## src/verilog/dsdos_pkg.sv

```systemverilog
// Shared constants and types for the dual-slope digit output sequencer
package dsdos_pkg;
  localparam int unsigned SIG_INT_COUNTS   = 10000;
  localparam int unsigned REF_MAX_COUNTS   = 20001;
  localparam int unsigned AZ_COUNTS        = 10001;
  localparam int unsigned NUM_DIGITS       = 5;
  localparam int unsigned STROBE_GAP       = 200;
  localparam int unsigned OVERRANGE_COUNT  = 20000;
  localparam int unsigned UNDERRANGE_COUNT = 900;
  localparam logic [3:0]  SEL_TOP          = 4'h0;
  localparam int unsigned TOP_POL_BIT      = 1;
  localparam int unsigned TOP_OVR_BIT      = 2;
  localparam int unsigned TOP_UND_BIT      = 3;
  localparam logic [3:0]  BLANK_NIBBLE     = 4'hf;
  localparam logic [14:0] CNT_RESET        = 15'h0000;

  typedef enum logic [2:0] {DSDOS_AUTO_ZERO, DSDOS_SIG_INT, DSDOS_REF_INT,
                            DSDOS_OUTPUT, DSDOS_HOLD} dsdos_phase_t;
endpackage : dsdos_pkg

```

## src/verilog/dsdos_if.sv

```systemverilog
// Interface joining converter sequencer and framing logic
`timescale 1ns/1ps
`default_nettype none
interface dsdos_if;
  logic       digit_strobe;
  logic [2:0] digit_index;
  logic [3:0] digit_value;
  logic       polarity;
  logic       overrange;
  logic       underrange;
  logic       busy;
  logic       run_cmd;
  logic       hold_cmd;
  modport converter (output digit_strobe, digit_index, digit_value, polarity,
                     overrange, underrange, busy, input run_cmd, hold_cmd);
  modport framer (input digit_strobe, digit_index, digit_value, polarity,
                  overrange, underrange, busy, output run_cmd, hold_cmd);
endinterface : dsdos_if
`default_nettype wire

```

## src/verilog/dsdos_converter.sv

```systemverilog
// Converter end: phase sequencer, zero-crossing sampler, result counter, digit strobes
`timescale 1ns/1ps
`default_nettype none
module dsdos_converter
(
  input  wire logic sys_clk_i,
  input  wire logic reset_i,
  input  wire logic comparator_i,
  output logic      overrange_blink_o,
  dsdos_if.converter link
);
  import dsdos_pkg::*;

  typedef struct packed {
    dsdos_phase_t phase;
    logic [14:0]  cnt;
    logic [14:0]  result;
    logic         first_ref;
    logic         cmp_s1;
    logic         cmp_s2;
    logic         pol;
    logic         ovr;
    logic         und;
    logic         blink;
    logic [2:0]   dig;
    logic [2:0]   idx;
    logic [7:0]   gap;
    logic         strobe;
    logic [3:0]   value;
    logic         busy;
  } dsdos_conv_t;

  dsdos_conv_t s;
  dsdos_conv_t next_s;

  // Decimal digit of a count, index 4 is the top (half) digit
  function automatic logic [3:0] digit_of(input logic [14:0] v, input logic [2:0] i);
    logic [14:0] q;
    q = v;
    for (int k = 0; k < 4; k++)
    begin
      if (k < int'(i))
      begin
        q = 15'(q / 15'd10);
      end
    end
    digit_of = 4'(q % 15'd10);
  endfunction

  // Sequencer: auto-zero, signal integrate, reference integrate, output burst
  always_comb
  begin
    next_s        = s;
    next_s.cmp_s1 = comparator_i;
    next_s.cmp_s2 = s.cmp_s1;
    next_s.strobe = 1'b0;
    case (s.phase)
      DSDOS_AUTO_ZERO:
      begin
        next_s.busy = 1'b0;
        if (s.cnt < 15'(AZ_COUNTS - 1))
        begin
          next_s.cnt = 15'(s.cnt + 15'd1);
        end
        else if (link.run_cmd && !link.hold_cmd)
        begin
          next_s.cnt   = CNT_RESET;
          next_s.phase = DSDOS_SIG_INT;
          next_s.busy  = 1'b1;
        end
      end
      DSDOS_SIG_INT:
      begin
        next_s.cnt = 15'(s.cnt + 15'd1);
        if (s.cnt == 15'(SIG_INT_COUNTS - 1))
        begin
          next_s.cnt       = CNT_RESET;
          next_s.pol       = s.cmp_s2;
          next_s.first_ref = 1'b1;
          next_s.phase     = DSDOS_REF_INT;
        end
      end
      DSDOS_REF_INT:
      begin
        next_s.first_ref = 1'b0;
        if (!s.first_ref)
        begin
          next_s.cnt = 15'(s.cnt + 15'd1);
        end
        if ((s.cmp_s2 != s.pol && !s.first_ref) ||
            s.cnt == 15'(REF_MAX_COUNTS - 1))
        begin
          next_s.result = (s.cnt >= 15'(OVERRANGE_COUNT)) ? CNT_RESET : s.cnt;
          next_s.ovr    = s.cnt >= 15'(OVERRANGE_COUNT);
          next_s.und    = s.cnt < 15'(UNDERRANGE_COUNT);
          next_s.blink  = (s.cnt >= 15'(OVERRANGE_COUNT)) ? !s.blink : 1'b0;
          next_s.dig    = 3'd4;
          next_s.gap    = 8'h00;
          next_s.busy   = 1'b0;
          next_s.phase  = DSDOS_OUTPUT;
        end
      end
      DSDOS_OUTPUT:
      begin
        next_s.gap = 8'(s.gap + 8'd1);
        if (s.gap == 8'h00)
        begin
          next_s.strobe = 1'b1;
          next_s.idx    = s.dig;               // Index moves only with its strobe
          next_s.value  = digit_of(s.result, s.dig);
        end
        if (s.gap == 8'(STROBE_GAP - 1))
        begin
          next_s.gap = 8'h00;
          next_s.dig = 3'(s.dig - 3'd1);
          if (s.dig == 3'd0)
          begin
            next_s.cnt   = CNT_RESET;
            next_s.phase = link.hold_cmd ? DSDOS_HOLD : DSDOS_AUTO_ZERO;
          end
        end
      end
      DSDOS_HOLD:
      begin
        if (!link.hold_cmd)
        begin
          next_s.phase = DSDOS_AUTO_ZERO;
        end
      end
      default:
      begin
        next_s.phase = DSDOS_AUTO_ZERO;
      end
    endcase
  end

  // One register for all state; reset restarts at auto-zero
  always_ff @(posedge sys_clk_i)
  begin
    if (reset_i)
    begin
      s <= '0;
      s.phase <= DSDOS_AUTO_ZERO;
    end
    else
    begin
      s <= next_s;
    end
  end

  assign link.digit_strobe = s.strobe;
  assign link.digit_index  = s.idx;
  assign link.digit_value  = s.value;
  assign link.polarity     = s.pol;
  assign link.overrange    = s.ovr;
  assign link.underrange   = s.und;
  assign link.busy         = s.busy;
  assign overrange_blink_o = s.blink;
endmodule : dsdos_converter
`default_nettype wire

```

## src/flat_wrapper.sv

```systemverilog
// flat-port wrapper written by rule: the top's interface ports become plain ports
module dsdos_converter_flat import dsdos_pkg::*;
  (sys_clk_i, reset_i, comparator_i, overrange_blink_o, link_digit_strobe, link_digit_index, link_digit_value, link_polarity, link_overrange, link_underrange, link_busy, link_run_cmd, link_hold_cmd);
  dsdos_if link_i ();
  input  wire logic sys_clk_i;
  input  wire logic reset_i;
  input  wire logic comparator_i;
  output logic overrange_blink_o;
  output wire logic [$bits(link_i.digit_strobe)-1:0] link_digit_strobe;
  output wire logic [$bits(link_i.digit_index)-1:0] link_digit_index;
  output wire logic [$bits(link_i.digit_value)-1:0] link_digit_value;
  output wire logic [$bits(link_i.polarity)-1:0] link_polarity;
  output wire logic [$bits(link_i.overrange)-1:0] link_overrange;
  output wire logic [$bits(link_i.underrange)-1:0] link_underrange;
  output wire logic [$bits(link_i.busy)-1:0] link_busy;
  input wire logic [$bits(link_i.run_cmd)-1:0] link_run_cmd;
  input wire logic [$bits(link_i.hold_cmd)-1:0] link_hold_cmd;
  assign link_digit_strobe = link_i.digit_strobe;
  assign link_digit_index = link_i.digit_index;
  assign link_digit_value = link_i.digit_value;
  assign link_polarity = link_i.polarity;
  assign link_overrange = link_i.overrange;
  assign link_underrange = link_i.underrange;
  assign link_busy = link_i.busy;
  assign link_i.run_cmd = link_run_cmd;
  assign link_i.hold_cmd = link_hold_cmd;
  dsdos_converter u_core (.sys_clk_i(sys_clk_i), .reset_i(reset_i), .comparator_i(comparator_i), .overrange_blink_o(overrange_blink_o), .link(link_i));
endmodule
```

## config.mk

```make
export PLATFORM = sky130hd
export DESIGN_NAME = dsdos_converter_flat
export DESIGN_NICKNAME = d
export VERILOG_FILES = /design/src/verilog/dsdos_pkg.sv /design/src/verilog/dsdos_if.sv /design/src/verilog/dsdos_converter.sv /design/src/flat_wrapper.sv
export SDC_FILE = /design/constraint.sdc
export NUM_CORES = 1
export LEC_CHECK = 0
export ABC_AREA = 1
export BUFFER_PORTS_ARGS = -buffer_cell sky130_fd_sc_hd__clkbuf_2
export CORE_UTILIZATION = 52
export CTS_BUF_LIST = sky130_fd_sc_hd__clkbuf_4
export DETAILED_ROUTE_END_ITERATION = 7
export PLACE_DENSITY = 0.78
export SLEW_MARGIN = 20
export SYNTH_ARGS = -nofsm -noshare
export SYNTH_HDL_FRONTEND = slang
export SYNTH_SLANG_ARGS = --single-unit
export TNS_END_PERCENT = 30
```

## constraint.sdc

```tcl
create_clock -name sys_clk_i -period 7 [get_ports sys_clk_i]
set_clock_uncertainty 0.15 [all_clocks]
set_input_delay 0.35 -clock sys_clk_i [delete_from_list [all_inputs] [get_ports sys_clk_i]]
set_output_delay 0.35 -clock sys_clk_i [all_outputs]
set_load 0.02 [all_outputs]
```

Word-level counts from Yosys, hierarchy flattened:

Index checks and enable logic that the tools add are counted.
W data, S select, Z words.

* bits in registers: 60
* logic and storage cells: 111

* add/subtract/negate cells: 3
* div/mod/pow operators: 5
* $lt $le $gt $ge: 7
* eq/ne operators: 17
* mux-type cells: 39
* bitwise logic cells: 1
* reductions and logical operators: 23

Operators with widths (number)
* $mux W15: 15
* $mux W18: 4
* $div A15 B4 Y15 const B: 4
* $pmux W15 S4: 1
* $mux W3: 6
* $mux W8: 2
* $pmux W8 S2: 1
* $add A15 B1 Y15 const B: 1
* $eq A15 B14 Y1 const B: 1
* $eq A15 B15 Y1 const B: 1
* $ge A15 B15 Y1 const B: 1
* $lt A15 B10 Y1 const B: 1
* $lt A15 B14 Y1 const B: 1
* $mod A15 B4 Y15 const B: 1
* $pmux W3 S5: 1
* $reduce_and A2 Y1: 6
* $ne A2 B1 Y1 const B: 5
* $add A8 B1 Y8 const B: 1
* $eq A8 B8 Y1 const B: 1
* $logic_not A8 Y1: 1
* $reduce_and A7 Y1: 1
* $eq A3 B2 Y1 const B: 2
* $logic_not A3 Y1: 2
* $lt A1 B3 Y1 const A: 2
* 20 further kinds: 33

Depth between registers and ports, before layout:

Gate-level depths: netlist of run 1.

* word-level depth: 18
* mapped depth: 67
* depth with buffers taken out: 66

Least setup slack after synthesis of run 1:

Ideal clock, no wire load.

* path type: register to register
* start: register u_core.s[19] (netlist name)
* end: register u_core.s, in the netlist u_core.link.digit_value[2]
* library setup time: 0.131 ns
* data arrival time: 5.045 ns
* required time: 6.719 ns
* path slack: 1.674 ns
* cell stages (with the launch flop): 64
* path buffers: 2
* clock period less this slack: 5.326 ns
* path through: dfxtp_1 buf_6 inv_6 nand2_4 nor2_4 buf_6 nand4_1 nand3_2 nand2_4 nand2_4 nand2_1 nand2_2 nand2_4 nand2_4 nand2_4 nand2_4 inv_2 nand2_4 [28 not listed] nand2_4 inv_2 nand2_2 nand2_2 inv_2 nand2_2 nand2_1 nand2_1 nand2_1 nand2_1 inv_1 ha_1 o21bai_2 inv_2 nand2_2 nand2_1 nand3_2 a21oi_2

* longest elaborated chain between the ends: 17
* elaborated cells between the ends (all ways): 20

RTL lines
* start, declared: line dsdos_converter.sv:33 `dsdos_conv_t s;`
* start signal, assigned: line dsdos_converter.sv:147 `s <= next_s;`
* $lt A1 B3 Y1: line dsdos_converter.sv:42 `if (k < int'(i))`
* $mux W15: line dsdos_converter.sv:42
* $mux W15: line dsdos_converter.sv:106 `if (s.gap == 8'h00)`
* $mux W15: line dsdos_converter.sv:57 `case (s.phase)`
* $div A15 B4 Y15: line dsdos_converter.sv:44 `q = 15'(q / 15'd10);`
* $mux W15: line dsdos_converter.sv:42
* $mux W15: line dsdos_converter.sv:106
* $mux W15: line dsdos_converter.sv:57
* $div A15 B4 Y15: line dsdos_converter.sv:44
* $mux W15: line dsdos_converter.sv:42
* $mux W15: line dsdos_converter.sv:106
* $mux W15: line dsdos_converter.sv:57
* $div A15 B4 Y15: line dsdos_converter.sv:44
* $mux W15 *: line dsdos_converter.sv:42
* $mux W15 *: line dsdos_converter.sv:106
* $mux W15 *: line dsdos_converter.sv:57
* $mod A15 B4 Y15 *: line dsdos_converter.sv:47 `digit_of = 4'(q % 15'd10);`

Every way passes the cells marked *; elsewhere a longest branch is shown, timed or not. The select of a mux whose other input is x is not followed.
A chain may end at the register's enable or synchronous reset.

Worst setup path after layout of run 1:

* start: register u_core.s[41] (netlist name)
* end: register u_core.s, in the netlist u_core.link.digit_value[2]

* longest elaborated chain between the ends: 17

RTL lines (line)
* $div A15 B4 Y15: dsdos_converter.sv:44
* $mux W15 *: dsdos_converter.sv:42
* $mux W15 *: dsdos_converter.sv:106
* $mux W15 *: dsdos_converter.sv:57
* $div A15 B4 Y15: dsdos_converter.sv:44
* $mux W15 *: dsdos_converter.sv:42
* $mux W15 *: dsdos_converter.sv:106
* $mux W15 *: dsdos_converter.sv:57
* $div A15 B4 Y15: dsdos_converter.sv:44
* $mux W15 *: dsdos_converter.sv:42
* $mux W15 *: dsdos_converter.sv:106
* $mux W15 *: dsdos_converter.sv:57
* $div A15 B4 Y15: dsdos_converter.sv:44
* $mux W15 *: dsdos_converter.sv:42
* $mux W15 *: dsdos_converter.sv:106
* $mux W15 *: dsdos_converter.sv:57
* $mod A15 B4 Y15 *: dsdos_converter.sv:47

Marked as above.

==> results of run 1 <==
==> cells in the mapped netlist, types with 4 or more instances <==
master    instances
buf_4             8
xor2_1            9
o21ai_0          32
dfxtp_1          60
a21oi_2           4
buf_2             4
nand2_2          80
nand2_1         363
o211ai_1          6
clkinv_1          4
nand3_2          27
ha_1              7
nand3b_1         10
o21ai_4           6
a21oi_1          52
nor2_1           51
nor3_1           14
nand3_1         143
nand4_1          13
o21ai_2          10
a211oi_1          4
inv_2            69
o21ai_1           8
nor4_1            5
nand2_4          29
inv_1           121
xnor2_1           7
clkbuf_1          8
==> stage by stage <==
step	utilization [%]	hold WS [ns]
6_report	57.0	0.0657
5_1_grt	57.0	0.0722
4_1_cts	57.0	0.0375
3_5_place_dp	55.6	0.265
3_3_place_gp	55.6	0.262
2_1_floorplan	-	0.238
==> kinds of logic (layout without fill, tap and decap cells) <==
kind of cell,Yosys count,in the layout,share of synthesized area (%)
AOI/OAI and AO/OA,138,138,13.0
adders and majority gates,7,7,1.26
DFF,60,60,17.3
xor gates and xnor gates,16,16,2.02
buffers and inverters,219,232,12.7
and+or+nand+nor,746,746,53.7
==> flip-flops by register name (all words and copies together), names as in the netlist <==
signal / count
u_core.link.busy: 1
u_core.link.digit_index: 3
u_core.link.digit_strobe: 1
u_core.link.digit_value: 4
u_core.link.overrange: 1
u_core.link.polarity: 1
u_core.link.underrange: 1
u_core.next_s: 1
u_core.overrange_blink_o: 1
u_core.s: 46
==> final timing paths <==
check / startpoint / to / slack [ns] / cells after the start
max: u_core.s[41]$_SDFFE_PP0P_ / u_core.link.digit_value[2]$_SDFFE_PP0P_ / 0.85 / 54
max reg2reg: u_core.s[41]$_SDFFE_PP0P_ / u_core.link.digit_value[2]$_SDFFE_PP0P_ / 0.85 / 54
min: link_hold_cmd / u_core.s[59]$_SDFFE_PP0P_ / 0.07 / 3
min reg2reg: u_core.next_s[24]$_SDFF_PP0_ / u_core.s[24]$_SDFF_PP0_ / 0.28 / 2
==> area by class of cell <==
| class | count | area share (%) |
|---|---|---|
| inverters | 195 | 10.1 |
| flip-flops and latches | 60 | 16.5 |
| multi-input cells | 907 | 66.6 |
| clock inverters | 7 | 1.37 |
| repair buffers | 21 | 1.61 |
| well taps | 172 | 2.94 |
| clock buffers | 9 | 0.924 |
==> worst max-delay path, delay by kind of cell, from the launching register on <==
kind | cells | cell delay [ns]
AO/OA/AOI/OAI | 5 | 0.96
adder cells (fa/ha/maj) | 1 | 0.23
buffers and inverters | 6 | 0.44
flip-flops | 1 | 0.57
AND/OR/NAND/NOR | 42 | 3.73
==> routing by layer <==
| layer | vias up | share of wire, % | GRT usage (%) |
|---|---|---|---|
| li1 | 3820 | - | - |
| met1 | 3118 | 48 | 27.0 |
| met2 | 104 | 48 | 41.7 |
| met3 | 18 | 2.7 | 1.94 |
| met4 | 0 | 1.5 | 7.05 |
| met5 | - | 0 | 0 |
==> what timing repair did <==
item | CTS | global route
endpoints found under the hold margin | 1 | 0
resized for setup | 0 | 2
buffers inserted | 0 | 0
hold buffers | 1 | 0
setup endpoints to repair | 0 | 3
==> flow_metrics.py, run 1 <==
metrics = {
    "run_status": {
        "status": "complete, no violations",
    },
    "finish": {
        "final_cell_mix": "nand2_1 (362), nand3_1 (143), inv_1 (121), nand2_2 (81), inv_2 (69)",
        "layout_commonest_cell": "nand2_1",
        "area_growth_pct": 5.13,
        "fill_cells": 1275,
        "multiInputGateArea_mm2": 0.00487,
        "final_area_mm2": 0.00731,
        "drive_gt1_share_pct": 23.1,
        "instances_no_fill": 1371,
        "diodes": 0,
        "seqCellArea_mm2": 0.00120,
        "finalNetCount": 1206,
    },
    "place": {
        "postPlaceCellArea_mm2": 0.00713,
        "place_ws_ns": 0.641,
        "hpwl_mm": 11.9,
        "gp_congestion": 0.928,
        "port_buffers": 17,
        "place_inst": 1354,
    },
    "global_route": {
        "grt_pass1_vias": 6522,
        "antenna_found_initial": 0,
        "grt_pass1_wl_mm": 27.0,
        "grtUsageTotal_pct": 22.4,
        "grt_max_degree": 35,
        "grt_overflow": 0,
    },
    "detailed_routing": {
        "drtAntennaViolNets": 0,
        "drt_drc_violations_left": 0,
        "drtIter0Drc": 359,
        "routed_wirelength_mm": 14.9,
        "routed_via_density": 5.15,
        "drt-pass1-iter-count": 5,
        "routedWlPerCell_um": 10.9,
        "via_count": 7060,
    },
    "setup_path": {
        "path_common_cell": "nand2_2",
        "cp.arrival_ns": 6.36,
        "crit_path_max_fanout": 9,
        "end_kind": "flip-flop",
        "crit_type": "reg -> reg",
        "worstPathRequired_ns": 7.20,
        "cp_slowest_cell": "dfxtp_1",
        "worst_setup_path_start_kind": "flip-flop",
        "cpPeakStageDelay_ns": 0.57,
    },
    "sta": {
        "slew_headroom_pct": 35.8,
        "tightestPinTransition_ns": 0.960,
        "max_freq_mhz": 163,
        "rsz0062_at_grt": "no",
        "setup_tns_ns": 0,
        "setup_viol": 0,
        "finalCriticalPeriod_ns": 6.15,
        "period_share_pct": 87.9,
        "fin_ws_ns": 0.847,
        "hold_viol_final": 0,
        "drv_slew": 0,
    },
    "die": {
        "core_mm2": 0.0128,
        "die_x_um": 118,
        "fp.dieH_um": 118,
        "rows": 41,
        "initial_core_util_pct": 54.2,
        "die_area_mm2": 0.0138,
        "ioPinCount": 18,
    },
    "synthesis": {
        "synth.avg_cell_area_um2": 5.86,
        "synth-edff-count": 0,
        "synth_area_mm2": 0.00695,
        "mappedNetlistNets": 1198,
        "async_reset_ff_share_pct": 0,
        "synth_top_area_share_pct": 19.6,
        "seq_area_frac_synth_pct": 17.3,
        "ys_seq_elements": 60,
        "synth_cell_types": 48,
        "synth_area_leaders": "nand2_1 (20%), dfxtp_1 (17%), nand3_1 (10%)",
        "yosysTopAreaCell": "nand2_1",
        "ys_warn_count": 0,
        "synth_ff_type": "dfxtp_1",
        "syn_inst": 1186,
    },
    "clock_network": {
        "numClockSinks": 60,
        "cts_buffers": 9,
        "clk_pin_slew_ns": 0.12,
        "insertion_delay_ns": 0.42,
        "clockRootBuffer": "clkbuf_4",
        "htreeDepth": 3,
        "cts_tree": "yes",
        "clk_path_buf_depth": 2,
    },
    "run": {
        "max_cap_violations": 0,
    },
    "min_path": {
        "min_path_type": "in -> reg",
    },
}
Power of run 1 is left out: the tool's default activity adds up to more than one toggle a clock period on the data nets, which glitch-free logic cannot reach.
==> run 2, diff against run 1 <==
--- a/config.mk
+++ b/config.mk
@@ -10,7 +10,7 @@
 export CORE_UTILIZATION = 52
 export CTS_BUF_LIST = sky130_fd_sc_hd__clkbuf_4
 export DETAILED_ROUTE_END_ITERATION = 7
-export PLACE_DENSITY = 0.78
+export PLACE_DENSITY = 0.81
 export SLEW_MARGIN = 20
 export SYNTH_ARGS = -nofsm -noshare
 export SYNTH_HDL_FRONTEND = slang
==> constraint.sdc (replaced) <==
create_clock -name sys_clk_i -period 5.4 [get_ports sys_clk_i]
set_clock_uncertainty 0.15 [all_clocks]
set_input_delay 0.27 -clock sys_clk_i [delete_from_list [all_inputs] [get_ports sys_clk_i]]
set_output_delay 0.27 -clock sys_clk_i [all_outputs]
set_load 0.02 [all_outputs]
==> run 2 against run 1 <==
Compared with the run above: hold slack improved by 0.061 ns; critical path type unchanged; highest routed layer unchanged; final area increased by 28%; largest cell class unchanged; global-route usage increased by 2.6 points; die area unchanged; the flow now finishes with violations (setup timing); setup slack got worse by 1.5 ns; utilization increased by 16 points; final cell count increased by 13%; first-iteration DRC count increased by 52%; register-to-register slack got worse by 1.5 ns.
==> flow_metrics.py, run 2 (same netlist as run 1, synthesis figures left out) <==
metrics = {
    "sta": {
        "tightestPinTransition_ns": 0.903,
        "hold_viol_final": 0,
        "max_freq_mhz": 165,
        "period_share_pct": 112,
        "setup_viol": 4,
        "finalCriticalPeriod_ns": 6.06,
        "fin_ws_ns": -0.659,
        "drv_slew": 0,
        "slew_headroom_pct": 39.6,
        "rsz0062_at_grt": "yes",
    },
    "detailed_routing": {
        "via_count": 8225,
        "routedWlPerCell_um": 12.8,
        "drt-pass1-iter-count": 6,
        "routed_via_density": 5.32,
        "routed_wirelength_mm": 19.8,
        "drtAntennaViolNets": 0,
        "drt_drc_violations_left": 0,
        "drtIter0Drc": 547,
    },
    "place": {
        "port_buffers": 17,
        "gp_congestion": 0.961,
        "postPlaceCellArea_mm2": 0.00817,
        "hpwl_mm": 13.1,
    },
    "die": {
        "core_mm2": 0.0128,
        "fp.dieH_um": 118,
        "ioPinCount": 18,
        "die_area_mm2": 0.0138,
        "die_x_um": 118,
        "rows": 41,
        "initial_core_util_pct": 54.2,
    },
    "run_status": {
        "violations": "setup timing",
        "status": "finished, violations left",
    },
    "global_route": {
        "antenna_found_initial": 0,
        "grt_overflow": 0,
        "grt_max_degree": 35,
        "grt_pass1_wl_mm": 30.4,
        "grtUsageTotal_pct": 25.1,
        "grt_pass1_vias": 7452,
    },
    "finish": {
        "layout_commonest_cell": "nand2_1",
        "final_cell_mix": "nand2_1 (283), buf_4 (173), nand2_2 (124), nand3_1 (119), inv_1 (116)",
        "regMostFlops": "u_core.s",
        "finalNetCount": 1381,
        "area_growth_pct": 34.6,
        "fill_cells": 959,
        "largest_reg_flops": 46,
        "drive_gt1_share_pct": 41.9,
        "diodes": 0,
        "final_area_mm2": 0.00936,
    },
    "min_path": {
        "min_to": "u_core.link.busy$_SDFFE_PP0P_",
        "hold_depth": 3,
        "min_path_type": "in -> reg",
        "worstHoldStart": "link_run_cmd",
    },
    "setup_path": {
        "crit_path_start": "u_core.s[39]$_SDFFE_PP0P_",
        "worst_r2r_endpoint": "u_core.link.digit_value[2]$_SDFFE_PP0P_",
        "end_kind": "flip-flop",
        "cp.arrival_ns": 6.26,
        "worst_setup_path_start_kind": "flip-flop",
        "cpPeakStageDelay_ns": 0.36,
        "worstPathRequired_ns": 5.60,
        "crit_type": "reg -> reg",
        "reg2reg_slack_ns": -0.66,
        "cp_slowest_cell": "dfxtp_2",
        "reg2regPathDepth": 54,
        "crit_path_max_fanout": 5,
        "path_common_cell": "nand2_4",
        "r2r_start": "u_core.s[39]$_SDFFE_PP0P_",
    },
    "clock_network": {
        "cts_buffers": 9,
        "htreeDepth": 3,
        "clk_path_buf_depth": 2,
        "insertion_delay_ns": 0.41,
        "cts_tree": "yes",
        "numClockSinks": 60,
        "clk_pin_slew_ns": 0.11,
        "clockRootBuffer": "clkbuf_4",
    },
    "run": {
        "max_cap_violations": 0,
    },
}
run 2: stage by stage:
stage	worst slack (ns)	utilization [%]	std cells	setup TNS, ns	hold slack, ns
after floorplan	0.0739	-	1186	0	0.227
after global placement	-0.239	63.7	1493	-0.597	0.261
after detailed placement	-0.499	63.7	1493	-1.52	0.261
after CTS	-0.355	66.3	1520	-1.00	0.116
after global routing	-1.04	73.0	1546	-3.78	0.138
final	-0.659	73.0	1546	-2.17	0.127
run 2: what timing repair did:
item	in CTS	in global routing
pin swaps	13	97
setup endpoints to repair	4	4
hold buffers	2	0
resized for setup	31	166
endpoints found under the hold margin	2	0
setup buffers	9	26
run 2: final cells by class:
type / count / area, um^2 / area share (%)
multi-input cells: 907 / 5610 / 59.9
repair buffers: 196 / 1450 / 15.5
flip-flops and latches: 60 / 1210 / 13.0
inverters: 195 / 737 / 7.88
well taps: 172 / 215 / 2.30
clock buffers: 9 / 67.6 / 0.722
clock inverters: 7 / 67.6 / 0.722
run 2: how the worst max path moves through the flow:
stage / endpoint / slack (ns) / cells past startpoint
finish: u_core.link.digit_value[2]$_SDFFE_PP0P_ / -0.66 / 54
global route: u_core.link.digit_value[2]$_SDFFE_PP0P_ / -1.04 / 57
CTS: u_core.link.digit_value[2]$_SDFFE_PP0P_ / -0.36 / 60
detailed placement: u_core.link.digit_value[2]$_SDFFE_PP0P_ / -0.50 / 58
global placement: u_core.link.digit_value[2]$_SDFFE_PP0P_ / -0.24 / 56
floorplan: u_core.link.digit_value[2]$_SDFFE_PP0P_ / 0.07 / 63
run 2: worst max-delay path, delay by kind of cell (launching register included):
kind,cells,cell delay [ns]
buffers and inverters,9,0.82
flip-flops,1,0.36
AO/OA/AOI/OAI,7,1.18
AND/OR/NAND/NOR,37,3.36
adder cells (fa/ha/maj),1,0.15
run 2: layer usage:
layer / global-route usage [%] / vias to the layer above / wire (um)
met4: 8.73 / 0 / 517
met2: 46.1 / 220 / 10300
met3: 2.66 / 64 / 638
met5: 0 / - / 0
li1: - / 4174 / -
met1: 29.9 / 3767 / 8340
Power of run 2 is left out for the same reason.
==> run 3, diff against run 2 <==
--- a/config.mk
+++ b/config.mk
@@ -7,10 +7,12 @@
 export LEC_CHECK = 0
 export ABC_AREA = 1
 export BUFFER_PORTS_ARGS = -buffer_cell sky130_fd_sc_hd__clkbuf_2
+export CAP_MARGIN = 30
 export CORE_UTILIZATION = 52
 export CTS_BUF_LIST = sky130_fd_sc_hd__clkbuf_4
 export DETAILED_ROUTE_END_ITERATION = 7
 export PLACE_DENSITY = 0.81
+export SKIP_CTS_REPAIR_TIMING = 1
 export SLEW_MARGIN = 20
 export SYNTH_ARGS = -nofsm -noshare
 export SYNTH_HDL_FRONTEND = slang
==> run 3 against run 2 <==
Compared with the run above: the run still ends with setup timing left; sequential share of layout area is essentially flat; flip-flop and latch count did not move; wire length increased by 0.13%; setup slack got worse by 0.0067 ns; critical path type unchanged; register-to-register slack about the same; die area unchanged; count of clock-buffer cells in the layout is the same; global-route usage is 0.70 points lower; highest routed layer unchanged; final area decreased by 0.49%; utilization decreased by 0.36 points; non-clock buffer count decreased by 4.
==> flow_metrics.py, run 3 (same netlist as run 1, synthesis figures left out) <==
metrics = {
    "detailed_routing": {
        "drt-pass1-iter-count": 5,
        "drtIter0Drc": 565,
        "routedWlPerCell_um": 12.8,
        "routed_wirelength_mm": 19.8,
        "routed_via_density": 5.33,
        "drtAntennaViolNets": 0,
        "drt_drc_violations_left": 0,
        "via_count": 8224,
    },
    "finish": {
        "diodes": 0,
        "drive_gt1_share_pct": 40.8,
        "instances_no_fill": 1542,
        "area_growth_pct": 33.9,
        "final_cell_mix": "nand2_1 (293), buf_4 (167), nand3_1 (124), nand2_2 (116), inv_1 (115)",
        "finalNetCount": 1377,
        "fill_cells": 979,
        "layout_commonest_cell": "nand2_1",
        "multiInputGateArea_mm2": 0.00559,
        "regMostFlops": "u_core.s",
        "largest_reg_flops": 46,
        "seqCellArea_mm2": 0.00121,
    },
    "global_route": {
        "antenna_found_initial": 0,
        "grt_pass1_wl_mm": 29.6,
        "grt_overflow": 0,
        "grt_max_degree": 35,
        "grt_pass1_vias": 7298,
        "grtUsageTotal_pct": 24.4,
    },
    "sta": {
        "slew_headroom_pct": 47.1,
        "period_share_pct": 112,
        "setup_viol": 4,
        "drv_slew": 0,
        "max_freq_mhz": 165,
        "finalCriticalPeriod_ns": 6.07,
        "hold_viol_final": 0,
        "tightestPinTransition_ns": 0.790,
        "setup_tns_ns": -2.38,
        "rsz0062_at_grt": "yes",
        "fin_ws_ns": -0.666,
    },
    "die": {
        "initial_core_util_pct": 54.2,
        "die_area_mm2": 0.0138,
        "ioPinCount": 18,
        "rows": 41,
        "die_x_um": 118,
        "fp.dieH_um": 118,
        "core_mm2": 0.0128,
    },
    "clock_network": {
        "cts_buffers": 9,
        "insertion_delay_ns": 0.41,
        "clk_pin_slew_ns": 0.11,
        "numClockSinks": 60,
        "htreeDepth": 3,
        "clockRootBuffer": "clkbuf_4",
        "cts_tree": "yes",
        "clk_path_buf_depth": 2,
    },
    "place": {
        "hpwl_mm": 13.1,
        "place_inst": 1493,
        "place_ws_ns": -0.499,
        "gp_congestion": 0.961,
        "port_buffers": 17,
    },
    "min_path": {
        "min_path_type": "in -> reg",
    },
    "setup_path": {
        "cp_slowest_cell": "dfxtp_2",
        "path_common_cell": "nand2_2",
        "cp.arrival_ns": 6.26,
        "worstPathRequired_ns": 5.60,
        "worstPathBufferInverterCount": 9,
        "cpPeakStageDelay_ns": 0.35,
        "crit_type": "reg -> reg",
        "critPathTopFamily": "simple AND/OR/NAND/NOR gates",
        "crit_path_max_fanout": 7,
        "end_kind": "flip-flop",
        "worst_setup_path_start_kind": "flip-flop",
    },
    "run": {
        "max_cap_violations": 0,
    },
    "run_status": {
        "violations": "setup timing",
        "status": "finished, violations left",
    },
}
-- run 3: cell types whose count changed in the layout (fill, tap and decap cells not counted), sizes merged --
cell	previous run	this run
clkinv	7	6
buf	177	173
inv	192	193
-- run 3: worst register-to-register path, delay by kind of cell (launching register included) --
kind | cells | cell delay (ns)
DFF | 1 | 0.35
buffers and inverters | 9 | 0.78
AOI/OAI and AO/OA | 2 | 0.30
and+or+nand+nor | 49 | 4.41
-- run 3: layout make-up --
cell class                 instances  share of cell area, %
sequential                        60                   13.0
inverter                         195                   7.92
tap                              172                   2.31
multi-input combinational        907                   60.0
clock buffer                       9                  0.726
clock inverter                     7                  0.726
timing repair buffer             192                   15.3
-- run 3: path summary, 6_finish.rpt --
path              cells after the start  slack, ns                                      end                          from
hold / removal                        3       0.13            u_core.link.busy$_SDFFE_PP0P_                  link_run_cmd
setup / recovery                     60      -0.67  u_core.link.digit_value[2]$_SDFFE_PP0P_     u_core.s[18]$_SDFFE_PP0P_
hold reg to reg                       2       0.27                  u_core.s[24]$_SDFF_PP0_  u_core.next_s[24]$_SDFF_PP0_
setup reg to reg                     60      -0.67  u_core.link.digit_value[2]$_SDFFE_PP0P_     u_core.s[18]$_SDFFE_PP0P_
-- run 3: per-layer routing --
layer | part of all wire [%] | routed length (um) | up-vias | global-route usage [%]
li1 | - | - | 4151 | -
met1 | 41 | 8180 | 3787 | 29.3
met2 | 52 | 10400 | 226 | 44.2
met3 | 3.7 | 730 | 60 | 2.81
met4 | 2.6 | 512 | 0 | 8.73
met5 | 0 | 0 | - | 0
-- run 3: metrics by stage --
stage	instance area, um^2	hold WS [ns]	utilization [%]
after floorplan	6950	0.227	-
after global placement	8170	0.261	63.7
after global routing	9310	0.132	72.6
final	9310	0.135	72.6
after CTS	8310	-0.121	64.8
after detailed placement	8170	0.261	63.7
Power of run 3 is left out for the same reason.
